## config.mk

```make
export PLATFORM = sky130hd
export DESIGN_NAME = usb_desc_regs
export DESIGN_NICKNAME = d
export VERILOG_FILES = /design/src/include/usb_desc_regs_pkg.sv /design/src/rtl/usb_desc_regs.sv
export SDC_FILE = /design/constraint.sdc
export NUM_CORES = 1
export LEC_CHECK = 0
export BUFFER_PORTS_ARGS = -buffer_cell sky130_fd_sc_hd__buf_2
export CAP_MARGIN = 30
export CORE_AREA = 2 2 95 74
export DETAILED_ROUTE_END_ITERATION = 8
export DIE_AREA = 0 0 97 76
export GPL_TIMING_DRIVEN = 1
export PLACE_DENSITY = 0.73
export SYNTH_ARGS = -nofsm -noshare
export SYNTH_HDL_FRONTEND = slang
export SYNTH_SLANG_ARGS = --single-unit
```

## constraint.sdc

```tcl
create_clock -name core_clk_i -period 1.5 [get_ports core_clk_i]
set_clock_uncertainty 0.1 [all_clocks]
set_input_delay 0.075 -clock core_clk_i [delete_from_list [all_inputs] [get_ports core_clk_i]]
set_output_delay 0.075 -clock core_clk_i [all_outputs]
set_load 0.1 [all_outputs]
```

## src/include/usb_desc_regs_pkg.sv

```systemverilog
/*
  Package for the descriptor table base and configuration register bank:
  register offsets, field positions, widths and reset values.
  Assumes a 32-bit AHB-Lite register bus with word-aligned registers.
*/
`default_nettype none

package usb_desc_regs_pkg;

  // Byte offsets of the registers
  localparam logic [7:0] OFS_PAGE_LOW  = 8'h00;
  localparam logic [7:0] OFS_PAGE_MID  = 8'h04;
  localparam logic [7:0] OFS_PAGE_HIGH = 8'h08;
  localparam logic [7:0] OFS_CONFIG    = 8'h0c;
  localparam int         ADDR_DEC_W    = 8;

  // Page low field: bits 7..1 hold table base bits 15..9
  localparam int LOW_FIELD_LSB  = 1;
  localparam int LOW_FIELD_MSB  = 7;
  localparam int LOW_FIELD_W    = 7;
  localparam int BYTE_FIELD_W   = 8;
  localparam int ALIGN_BITS     = 9;

  // Configuration bit positions
  localparam int CFG_EYE_BIT    = 7;
  localparam int CFG_OEMON_BIT  = 6;
  localparam int CFG_SIDL_BIT   = 4;
  localparam int CFG_ASUSP_BIT  = 0;

  // Reset values
  localparam logic [6:0] RST_LOW   = 7'h00;
  localparam logic [7:0] RST_BYTE  = 8'h00;
  localparam logic       RST_BIT   = 1'b0;

  // AHB-Lite encodings
  localparam logic [1:0] HTRANS_NONSEQ = 2'h2;
  localparam logic       HTRANS_ACTIVE_BIT = 1'b1;
  localparam logic       HRESP_OKAY    = 1'b0;
  localparam logic [31:0] RDATA_ZERO   = 32'h0000_0000;

endpackage

`default_nettype wire

```

## src/rtl/usb_desc_regs.sv

```systemverilog
/*
  Register bank holding the buffer descriptor table base pointer and the
  first configuration register of a full-speed USB controller.
  Assumes a single AHB-Lite master, word transfers, one clock domain and a
  synchronous active-low reset. Idle and sleep indications come from logic
  on the same clock.
*/
`timescale 1ns/1ns
`default_nettype none

// Summary of operation
// Table base bits 15..9 come from bits 7..1 of the page low register.
// Table base bits 23..16 come from bits 7..0 of the page mid register.
// Table base bits 31..24 come from bits 7..0 of the page high register.
// The assembled 32-bit table base is 512-byte aligned, its low nine bits zero.
// Bits 31..8 of every register and bit 0 of the page low register read as zero.
// Config bit 7 enables the transceiver eye-pattern test output.
// With config bit 6 set, the output-enable monitor follows the line drive.
// With config bit 4 set, the USB module halts while the chip is idle.
// With config bit 0 set, the USB module suspends itself on entry to sleep.
// Without auto suspend, software sets the manual suspend bit before sleep.
// All writable fields clear to zero on reset.
// Writes to unimplemented bit positions are ignored.
module usb_desc_regs (
  // Clock and reset
  input  wire logic        core_clk_i,
  input  wire logic        rst_n_i,
  // AHB-Lite slave
  input  wire logic        hsel_i,
  input  wire logic [31:0] haddr_i,
  input  wire logic [1:0]  htrans_i,
  input  wire logic        hwrite_i,
  input  wire logic [2:0]  hsize_i,
  input  wire logic [31:0] hwdata_i,
  input  wire logic        hready_i,
  output logic      [31:0] hrdata_o,
  output logic             hreadyout_o,
  output logic             hresp_o,
  // Chip power state and transceiver activity
  input  wire logic        chip_idle_i,
  input  wire logic        chip_sleep_i,
  input  wire logic        manual_suspend_i,
  input  wire logic        line_drive_i,
  // Controls to the USB module
  output logic      [31:0] table_base_o,
  output logic             eye_pattern_test_enable_o,
  output logic             output_enable_monitor_o,
  output logic             module_halt_o,
  output logic             module_suspend_o
);

  // Stored fields
  logic [6:0] table_base_bits_low;
  logic [7:0] table_base_bits_mid;
  logic [7:0] table_base_bits_high;
  logic       eye_pattern_test_enable;
  logic       output_enable_monitor_enable;
  logic       stop_in_idle;
  logic       auto_suspend_on_sleep;

  // Captured address phase
  logic       wr_pend;
  logic [7:0] wr_addr;
  logic       addr_valid;

  // Writes are posted one cycle, so hreadyout never needs to stall
  assign addr_valid  = hsel_i && hready_i && htrans_i[1] == usb_desc_regs_pkg::HTRANS_ACTIVE_BIT;
  assign hreadyout_o = 1'b1;
  assign hresp_o     = usb_desc_regs_pkg::HRESP_OKAY;

  always_ff @(posedge core_clk_i) begin
    if (!rst_n_i) begin
      wr_pend <= 1'b0;
      wr_addr <= 8'h00;
    end else begin
      wr_pend <= addr_valid && hwrite_i;
      if (addr_valid) begin
        wr_addr <= haddr_i[usb_desc_regs_pkg::ADDR_DEC_W-1:0];
      end
    end
  end

  // Only the implemented bit positions of hwdata are stored
  always_ff @(posedge core_clk_i) begin
    if (!rst_n_i) begin
      table_base_bits_low  <= usb_desc_regs_pkg::RST_LOW;
      table_base_bits_mid  <= usb_desc_regs_pkg::RST_BYTE;
      table_base_bits_high <= usb_desc_regs_pkg::RST_BYTE;
    end else if (wr_pend) begin
      unique case (wr_addr)
        usb_desc_regs_pkg::OFS_PAGE_LOW:
          table_base_bits_low <= hwdata_i[usb_desc_regs_pkg::LOW_FIELD_MSB:
                                          usb_desc_regs_pkg::LOW_FIELD_LSB];
        usb_desc_regs_pkg::OFS_PAGE_MID:
          table_base_bits_mid <= hwdata_i[usb_desc_regs_pkg::BYTE_FIELD_W-1:0];
        usb_desc_regs_pkg::OFS_PAGE_HIGH:
          table_base_bits_high <= hwdata_i[usb_desc_regs_pkg::BYTE_FIELD_W-1:0];
        default: ;
      endcase
    end
  end

  always_ff @(posedge core_clk_i) begin
    if (!rst_n_i) begin
      eye_pattern_test_enable      <= usb_desc_regs_pkg::RST_BIT;
      output_enable_monitor_enable <= usb_desc_regs_pkg::RST_BIT;
      stop_in_idle                 <= usb_desc_regs_pkg::RST_BIT;
      auto_suspend_on_sleep        <= usb_desc_regs_pkg::RST_BIT;
    end else if (wr_pend && wr_addr == usb_desc_regs_pkg::OFS_CONFIG) begin
      eye_pattern_test_enable      <= hwdata_i[usb_desc_regs_pkg::CFG_EYE_BIT];
      output_enable_monitor_enable <= hwdata_i[usb_desc_regs_pkg::CFG_OEMON_BIT];
      stop_in_idle                 <= hwdata_i[usb_desc_regs_pkg::CFG_SIDL_BIT];
      auto_suspend_on_sleep        <= hwdata_i[usb_desc_regs_pkg::CFG_ASUSP_BIT];
    end
  end

  // Read data registered at the end of the address phase
  always_ff @(posedge core_clk_i) begin
    if (!rst_n_i) begin
      hrdata_o <= usb_desc_regs_pkg::RDATA_ZERO;
    end else if (addr_valid && !hwrite_i) begin
      hrdata_o <= usb_desc_regs_pkg::RDATA_ZERO;
      unique case (haddr_i[usb_desc_regs_pkg::ADDR_DEC_W-1:0])
        usb_desc_regs_pkg::OFS_PAGE_LOW:
          hrdata_o[usb_desc_regs_pkg::LOW_FIELD_MSB:
                   usb_desc_regs_pkg::LOW_FIELD_LSB] <= table_base_bits_low;
        usb_desc_regs_pkg::OFS_PAGE_MID:
          hrdata_o[usb_desc_regs_pkg::BYTE_FIELD_W-1:0] <= table_base_bits_mid;
        usb_desc_regs_pkg::OFS_PAGE_HIGH:
          hrdata_o[usb_desc_regs_pkg::BYTE_FIELD_W-1:0] <= table_base_bits_high;
        usb_desc_regs_pkg::OFS_CONFIG: begin
          hrdata_o[usb_desc_regs_pkg::CFG_EYE_BIT]   <= eye_pattern_test_enable;
          hrdata_o[usb_desc_regs_pkg::CFG_OEMON_BIT] <= output_enable_monitor_enable;
          hrdata_o[usb_desc_regs_pkg::CFG_SIDL_BIT]  <= stop_in_idle;
          hrdata_o[usb_desc_regs_pkg::CFG_ASUSP_BIT] <= auto_suspend_on_sleep;
        end
        default: ;
      endcase
    end
  end

  // Controls toward the USB module, all registered
  always_ff @(posedge core_clk_i) begin
    if (!rst_n_i) begin
      table_base_o              <= 32'h0000_0000;
      eye_pattern_test_enable_o <= 1'b0;
      output_enable_monitor_o   <= 1'b0;
      module_halt_o             <= 1'b0;
      module_suspend_o          <= 1'b0;
    end else begin
      table_base_o <= {table_base_bits_high,
                       table_base_bits_mid,
                       table_base_bits_low,
                       {usb_desc_regs_pkg::ALIGN_BITS{1'b0}}};
      eye_pattern_test_enable_o <= eye_pattern_test_enable;
      output_enable_monitor_o   <= output_enable_monitor_enable && line_drive_i;
      module_halt_o             <= stop_in_idle && chip_idle_i;
      // Manual suspend stays effective whatever the auto setting; R10 is software's part
      module_suspend_o <= (auto_suspend_on_sleep && chip_sleep_i) || manual_suspend_i;
    end
  end

endmodule // usb_desc_regs

`default_nettype wire

```

# == Word level (Yosys, flattened, before mapping) ==
# Index checks and enable logic that the tools add are counted.
# op_classes
n_reduce_logical,15
n_mux,5
eq_ne,6
# ops
op,count
8-bit by 4-bit equality test with 1-bit output (second input constant),4
8-bit by 3-bit equality test with 1-bit output (second input constant),2
8-bit zero test,2
3-bit case mux with 3 select lines,1
1-bit logical AND,8
2-bit case mux with 4 select lines,1
1-bit case mux with 3 select lines,2
2-bit AND reduction,3
1-bit case mux with 4 select lines,1
1-bit zero test,1
1-bit logical OR,1
# word_totals
output_inout_bits,70
ff_bits,80
inputBits,78

# == Logic depth before layout (Yosys ltp) ==
# depth
ltp_word,3
mapped_depth,4
ltp_nobuf,3

# == Worst setup path before layout ==
# No wires, ideal clock.
# synth_timing
kind,register -> register
startpoint,register hrdata_o[0] (netlist name)
endpoint,register hrdata_o[0]
required_time_ns,1.337
path_buffers,0
slack_ns,0.150
stages_incl_launch_ff,2
t_arrival_ns,1.186
synth_period_minus_slack_ns,1.350
path_cell_list,dfxtp_1 > a32o_1
# synth_rtl
element,line,rtl
end signal: assignment,usb_desc_regs.sv:120,hrdata_o <= usb_desc_regs_pkg::RDATA_ZERO;
end signal: assignment,usb_desc_regs.sv:122,hrdata_o <= usb_desc_regs_pkg::RDATA_ZERO;
end signal: indexed assignment,usb_desc_regs.sv:128,hrdata_o[usb_desc_regs_pkg::BYTE_FIELD_W-1:0] <= table_base_bits_mid;
end: declaration,usb_desc_regs.sv:36,"output logic [31:0] hrdata_o,"

# == Worst setup path in the final report ==
# layout_timing
startpoint,register wr_addr[4]
endpoint,register table_base_bits_mid[2]
# layout_via
elab_chain_cells,2
# layout_lines
element,line,rtl
start: declaration,usb_desc_regs.sv:63,logic [7:0] wr_addr;
start signal: assignment,usb_desc_regs.sv:78,wr_addr <= haddr_i[usb_desc_regs_pkg::ADDR_DEC_W-1:0];
8-bit by 3-bit equality test with 1-bit output,usb_desc_regs.sv:90,unique case (wr_addr)
2-bit AND reduction (no source line),--,
end signal: assignment,usb_desc_regs.sv:87,table_base_bits_mid <= usb_desc_regs_pkg::RST_BYTE;
end signal: assignment,usb_desc_regs.sv:95,table_base_bits_mid <= hwdata_i[usb_desc_regs_pkg::BYTE_FIELD_W-1:0];
end: declaration,usb_desc_regs.sv:54,logic [7:0] table_base_bits_mid;
# Every way passes these cells.
# A chain may end at the register's enable or synchronous reset.

==> impl_metrics.ini <==
[clock_tree]
htree_levels = 3
root_buffer = clkbuf_8
numCtsBuffers = 9
cts_tree = built
cts_sinks = 71
clock_latency_ps = 340
clockBufferDepth = 2
path_clk_slew_ps = 70

[logic_synthesis]
synth_top_area_frac = 0.513
synth.largest_area_cell = dfxtp_1
synth_cell_types = 32
yosysWarnings = 0
avgSynthCellArea_um2 = 10.0
synth-main-ff-cell = dfxtp_1
synth_edf_count = 0
netlist_area_mm2 = 0.00277
synthArstFlopShare = 0
syn_inst = 277
yosys_register_bits = 71
yosys-top-cells-area = dfxtp_1 (51%), mux2i_1 (12%), buf_4 (9.8%)
ys_seq_area_frac = 0.513

[pwr]
p_switching_mw = 1.19
swShare = 0.275
p_leak_nw = 1.84
vdd_drop_max_mv = 0.566
internal_power_mw = 3.15
pwr-share-seq = 0.440
p_comb_frac = 0.137
pwr-share-clk = 0.423
p_per_area_mw_per_mm2 = 1220

[global_routing]
track_usage = 0.158
grt_pass1_wl_um = 9150
antenna_found_initial = 0
first_global_vias = 1990
grt_overflow = 0
grt_max_degree = 46

[timing]
rsz0062_at_grt = true
finalCritPeriodShare = 0.989
hold_viol = 0
maxSlewViolCount = 0
fin_tns_setup_ps = 0
fin_crit_ps = 1480
setup_viol = 0
max_freq_mhz = 674

[setup_path]
crit_path_max_incr_delay_ps = 340
path_class = reg -> reg
cp-start-kind = flip-flop
reg2regPathDepth = 4
path_max_fanout = 4
cp-startpoint = wr_addr[4]
critPathRequiredTime_ps = 1670
cp_slowest_cell = dfxtp_2
critPathCaptureType = flip-flop
timing.rr.end = table_base_bits_mid[2]
crit_chain = nor4b_4, and4b_2, buf_6, mux2i_1
reg2reg_from = wr_addr[4]
regToRegSetupSlack_ps = 20
endpoint = table_base_bits_mid[2]
worst-endpoint-arrival_ps = 1650

[worst_hold_path]
hp-class = in -> reg
min_path_cells = 4
worstHoldStart = rst_n_i

[placement]
placed_area_mm2 = 0.00305
place.gp.congestion = 0.784
dp_hpwl_um = 4030
io_buffers = 60

[final_layout]
area.growth.synth_to_final_pct = 27.7
stdcell_area_mm2 = 0.00354
layout.nets = 444
drive_gt1_frac = 0.267
diodes = 0
fillers = 596

[routing]
wl_met2_um = 2780
met3_length_um = 332
top_layer = met4
route.detailed.drc = 0
routed_via_density = 4.53
routed_wl_um = 5710
wl_met1_um = 2530
num_vias = 2063
drtIter0Drc = 90
drt_pass1_iterations = 4
wire_per_inst_um = 12.5
drtAntennaViolNets = 0

[run]
drv_cap = 0

[floorplanning]
pin_count = 148
die_w_um = 97
coreArea_mm2 = 0.00654
dieArea_mm2 = 0.00737
die_h_um = 76
start_util = 0.424
rows = 26

[run_status]
status = finished, final reports clean
-- flip-flops by register name (all words and copies together) (netlist names) --
| signal | flops |
|---|---|
| wr_pend | 1 |
| output_enable_monitor_enable | 1 |
| table_base_bits_low | 7 |
| output_enable_monitor_o | 1 |
| eye_pattern_test_enable_o | 1 |
| table_base_o | 23 |
| eye_pattern_test_enable | 1 |
| wr_addr | 8 |
| auto_suspend_on_sleep | 1 |
| table_base_bits_mid | 8 |
| table_base_bits_high | 8 |
| module_suspend_o | 1 |
| module_halt_o | 1 |
| stop_in_idle | 1 |
| hrdata_o | 8 |
-- kinds of logic (layout without fill, tap and decap cells) --
family,count (synthesis),in the layout,share of synthesized area
and+or+nand+nor,76,76,0.139
DFF,71,71,0.513
buffers and inverters,70,131,0.150
muxes,36,36,0.144
AOI/OAI and AO/OA,22,22,0.0524
other,2,35,0.00271
-- worst min-delay path by stage --
stage,endpoint,slack (ps)
2_1_floorplan,module_suspend_o,90
5_1_grt,wr_addr[4],60
3_5_place_dp,module_suspend_o,200
3_3_place_gp,module_suspend_o,200
4_1_cts,wr_addr[4],30
6_report,wr_addr[4],50
-- power groups by stage --
stage                     sequential, mW  combinational [mW]  clock, mW
after floorplan                     1.97               0.534          0
after global placement              1.95               0.545          0
after detailed placement            1.95               0.549          0
after CTS                           1.91               0.588       1.88
after global routing                1.91               0.618       1.95
final                               1.91               0.594       1.83
-- final cells by class --
cell class                 count  area, um^2  area share
timing repair buffer          90         592       0.167
multi-input combinational    169        1080       0.305
inverter                      25        93.8      0.0265
sequential                    71        1420       0.402
tap                           84         105      0.0297
clock buffer                  11         141      0.0399
clock inverter                 5         105      0.0297
-- cell usage in the layout, fill, tap and decap left out, types with 3 or more instances in the layout --
cell / synthesis / final
a32o_1: 4 / 4
mux2i_1: 33 / 32
buf_4: 36 / 6
a21oi_1: 10 / 10
buf_2: 2 / 60
and3_1: 3 / 3
nand3_1: 5 / 5
a2bb2oi_1: 4 / 4
o21ai_0: 4 / 4
conb_1: 2 / 35
buf_6: 2 / 5
inv_1: 24 / 24
dlygate4sd3_1: 0 / 19
clkbuf_8: 0 / 10
bufinv_16: 0 / 3
mux4_2: 3 / 3
dfxtp_1: 71 / 70
nand2_1: 52 / 52
-- routing by layer --
layer / track usage / vias to the layer above
met4: 0.0549 / 0
met1: 0.188 / 975
met3: 0.0587 / 6
li1: - / 1020
met5: 0 / -
met2: 0.263 / 62
-- metrics by stage --
step	utilization	worst slack, ps	cells	power (mW)	hold slack (ps)
6_report	0.541	16.2	455	4.34	45.6
5_1_grt	0.541	-92.9	455	4.48	60.2
4_1_cts	0.535	-10.5	455	4.37	33.2
3_5_place_dp	0.467	-23.1	419	2.50	201
3_3_place_gp	0.467	17.3	419	2.49	198
2_1_floorplan	-	150	310	2.50	92.4
-- timing repair --
| item | in CTS | in global routing |
|---|---|---|
| endpoints found under the hold margin | 37 | 0 |
| pin swaps | 2 | 2 |
| gates resized for setup | 0 | 11 |
| setup buffers | 1 | 0 |
| hold buffers | 19 | 0 |
| endpoints found under the setup margin | 8 | 23 |
-- synth_stat cells (all sizes together), types with 2 or more instances --
master   count
nand3        6
and3         3
a21oi       10
conb         2
inv         24
mux4         3
nand2       52
nor4         2
nand4        2
o21ai        4
mux2i       33
nor2         2
a32o         4
a2bb2oi      4
dfxtp       71
buf         44
-- critical path: cells and delay by family (launching register included) --
| kind | cells | cell delay (ps) |
|---|---|---|
| flip-flops | 1 | 340 |
| multiplexers | 1 | 180 |
| AND/OR/NAND/NOR | 2 | 660 |
| buffers and inverters | 1 | 140 |
No activity file was read; power rests on OpenSTA's default activity.
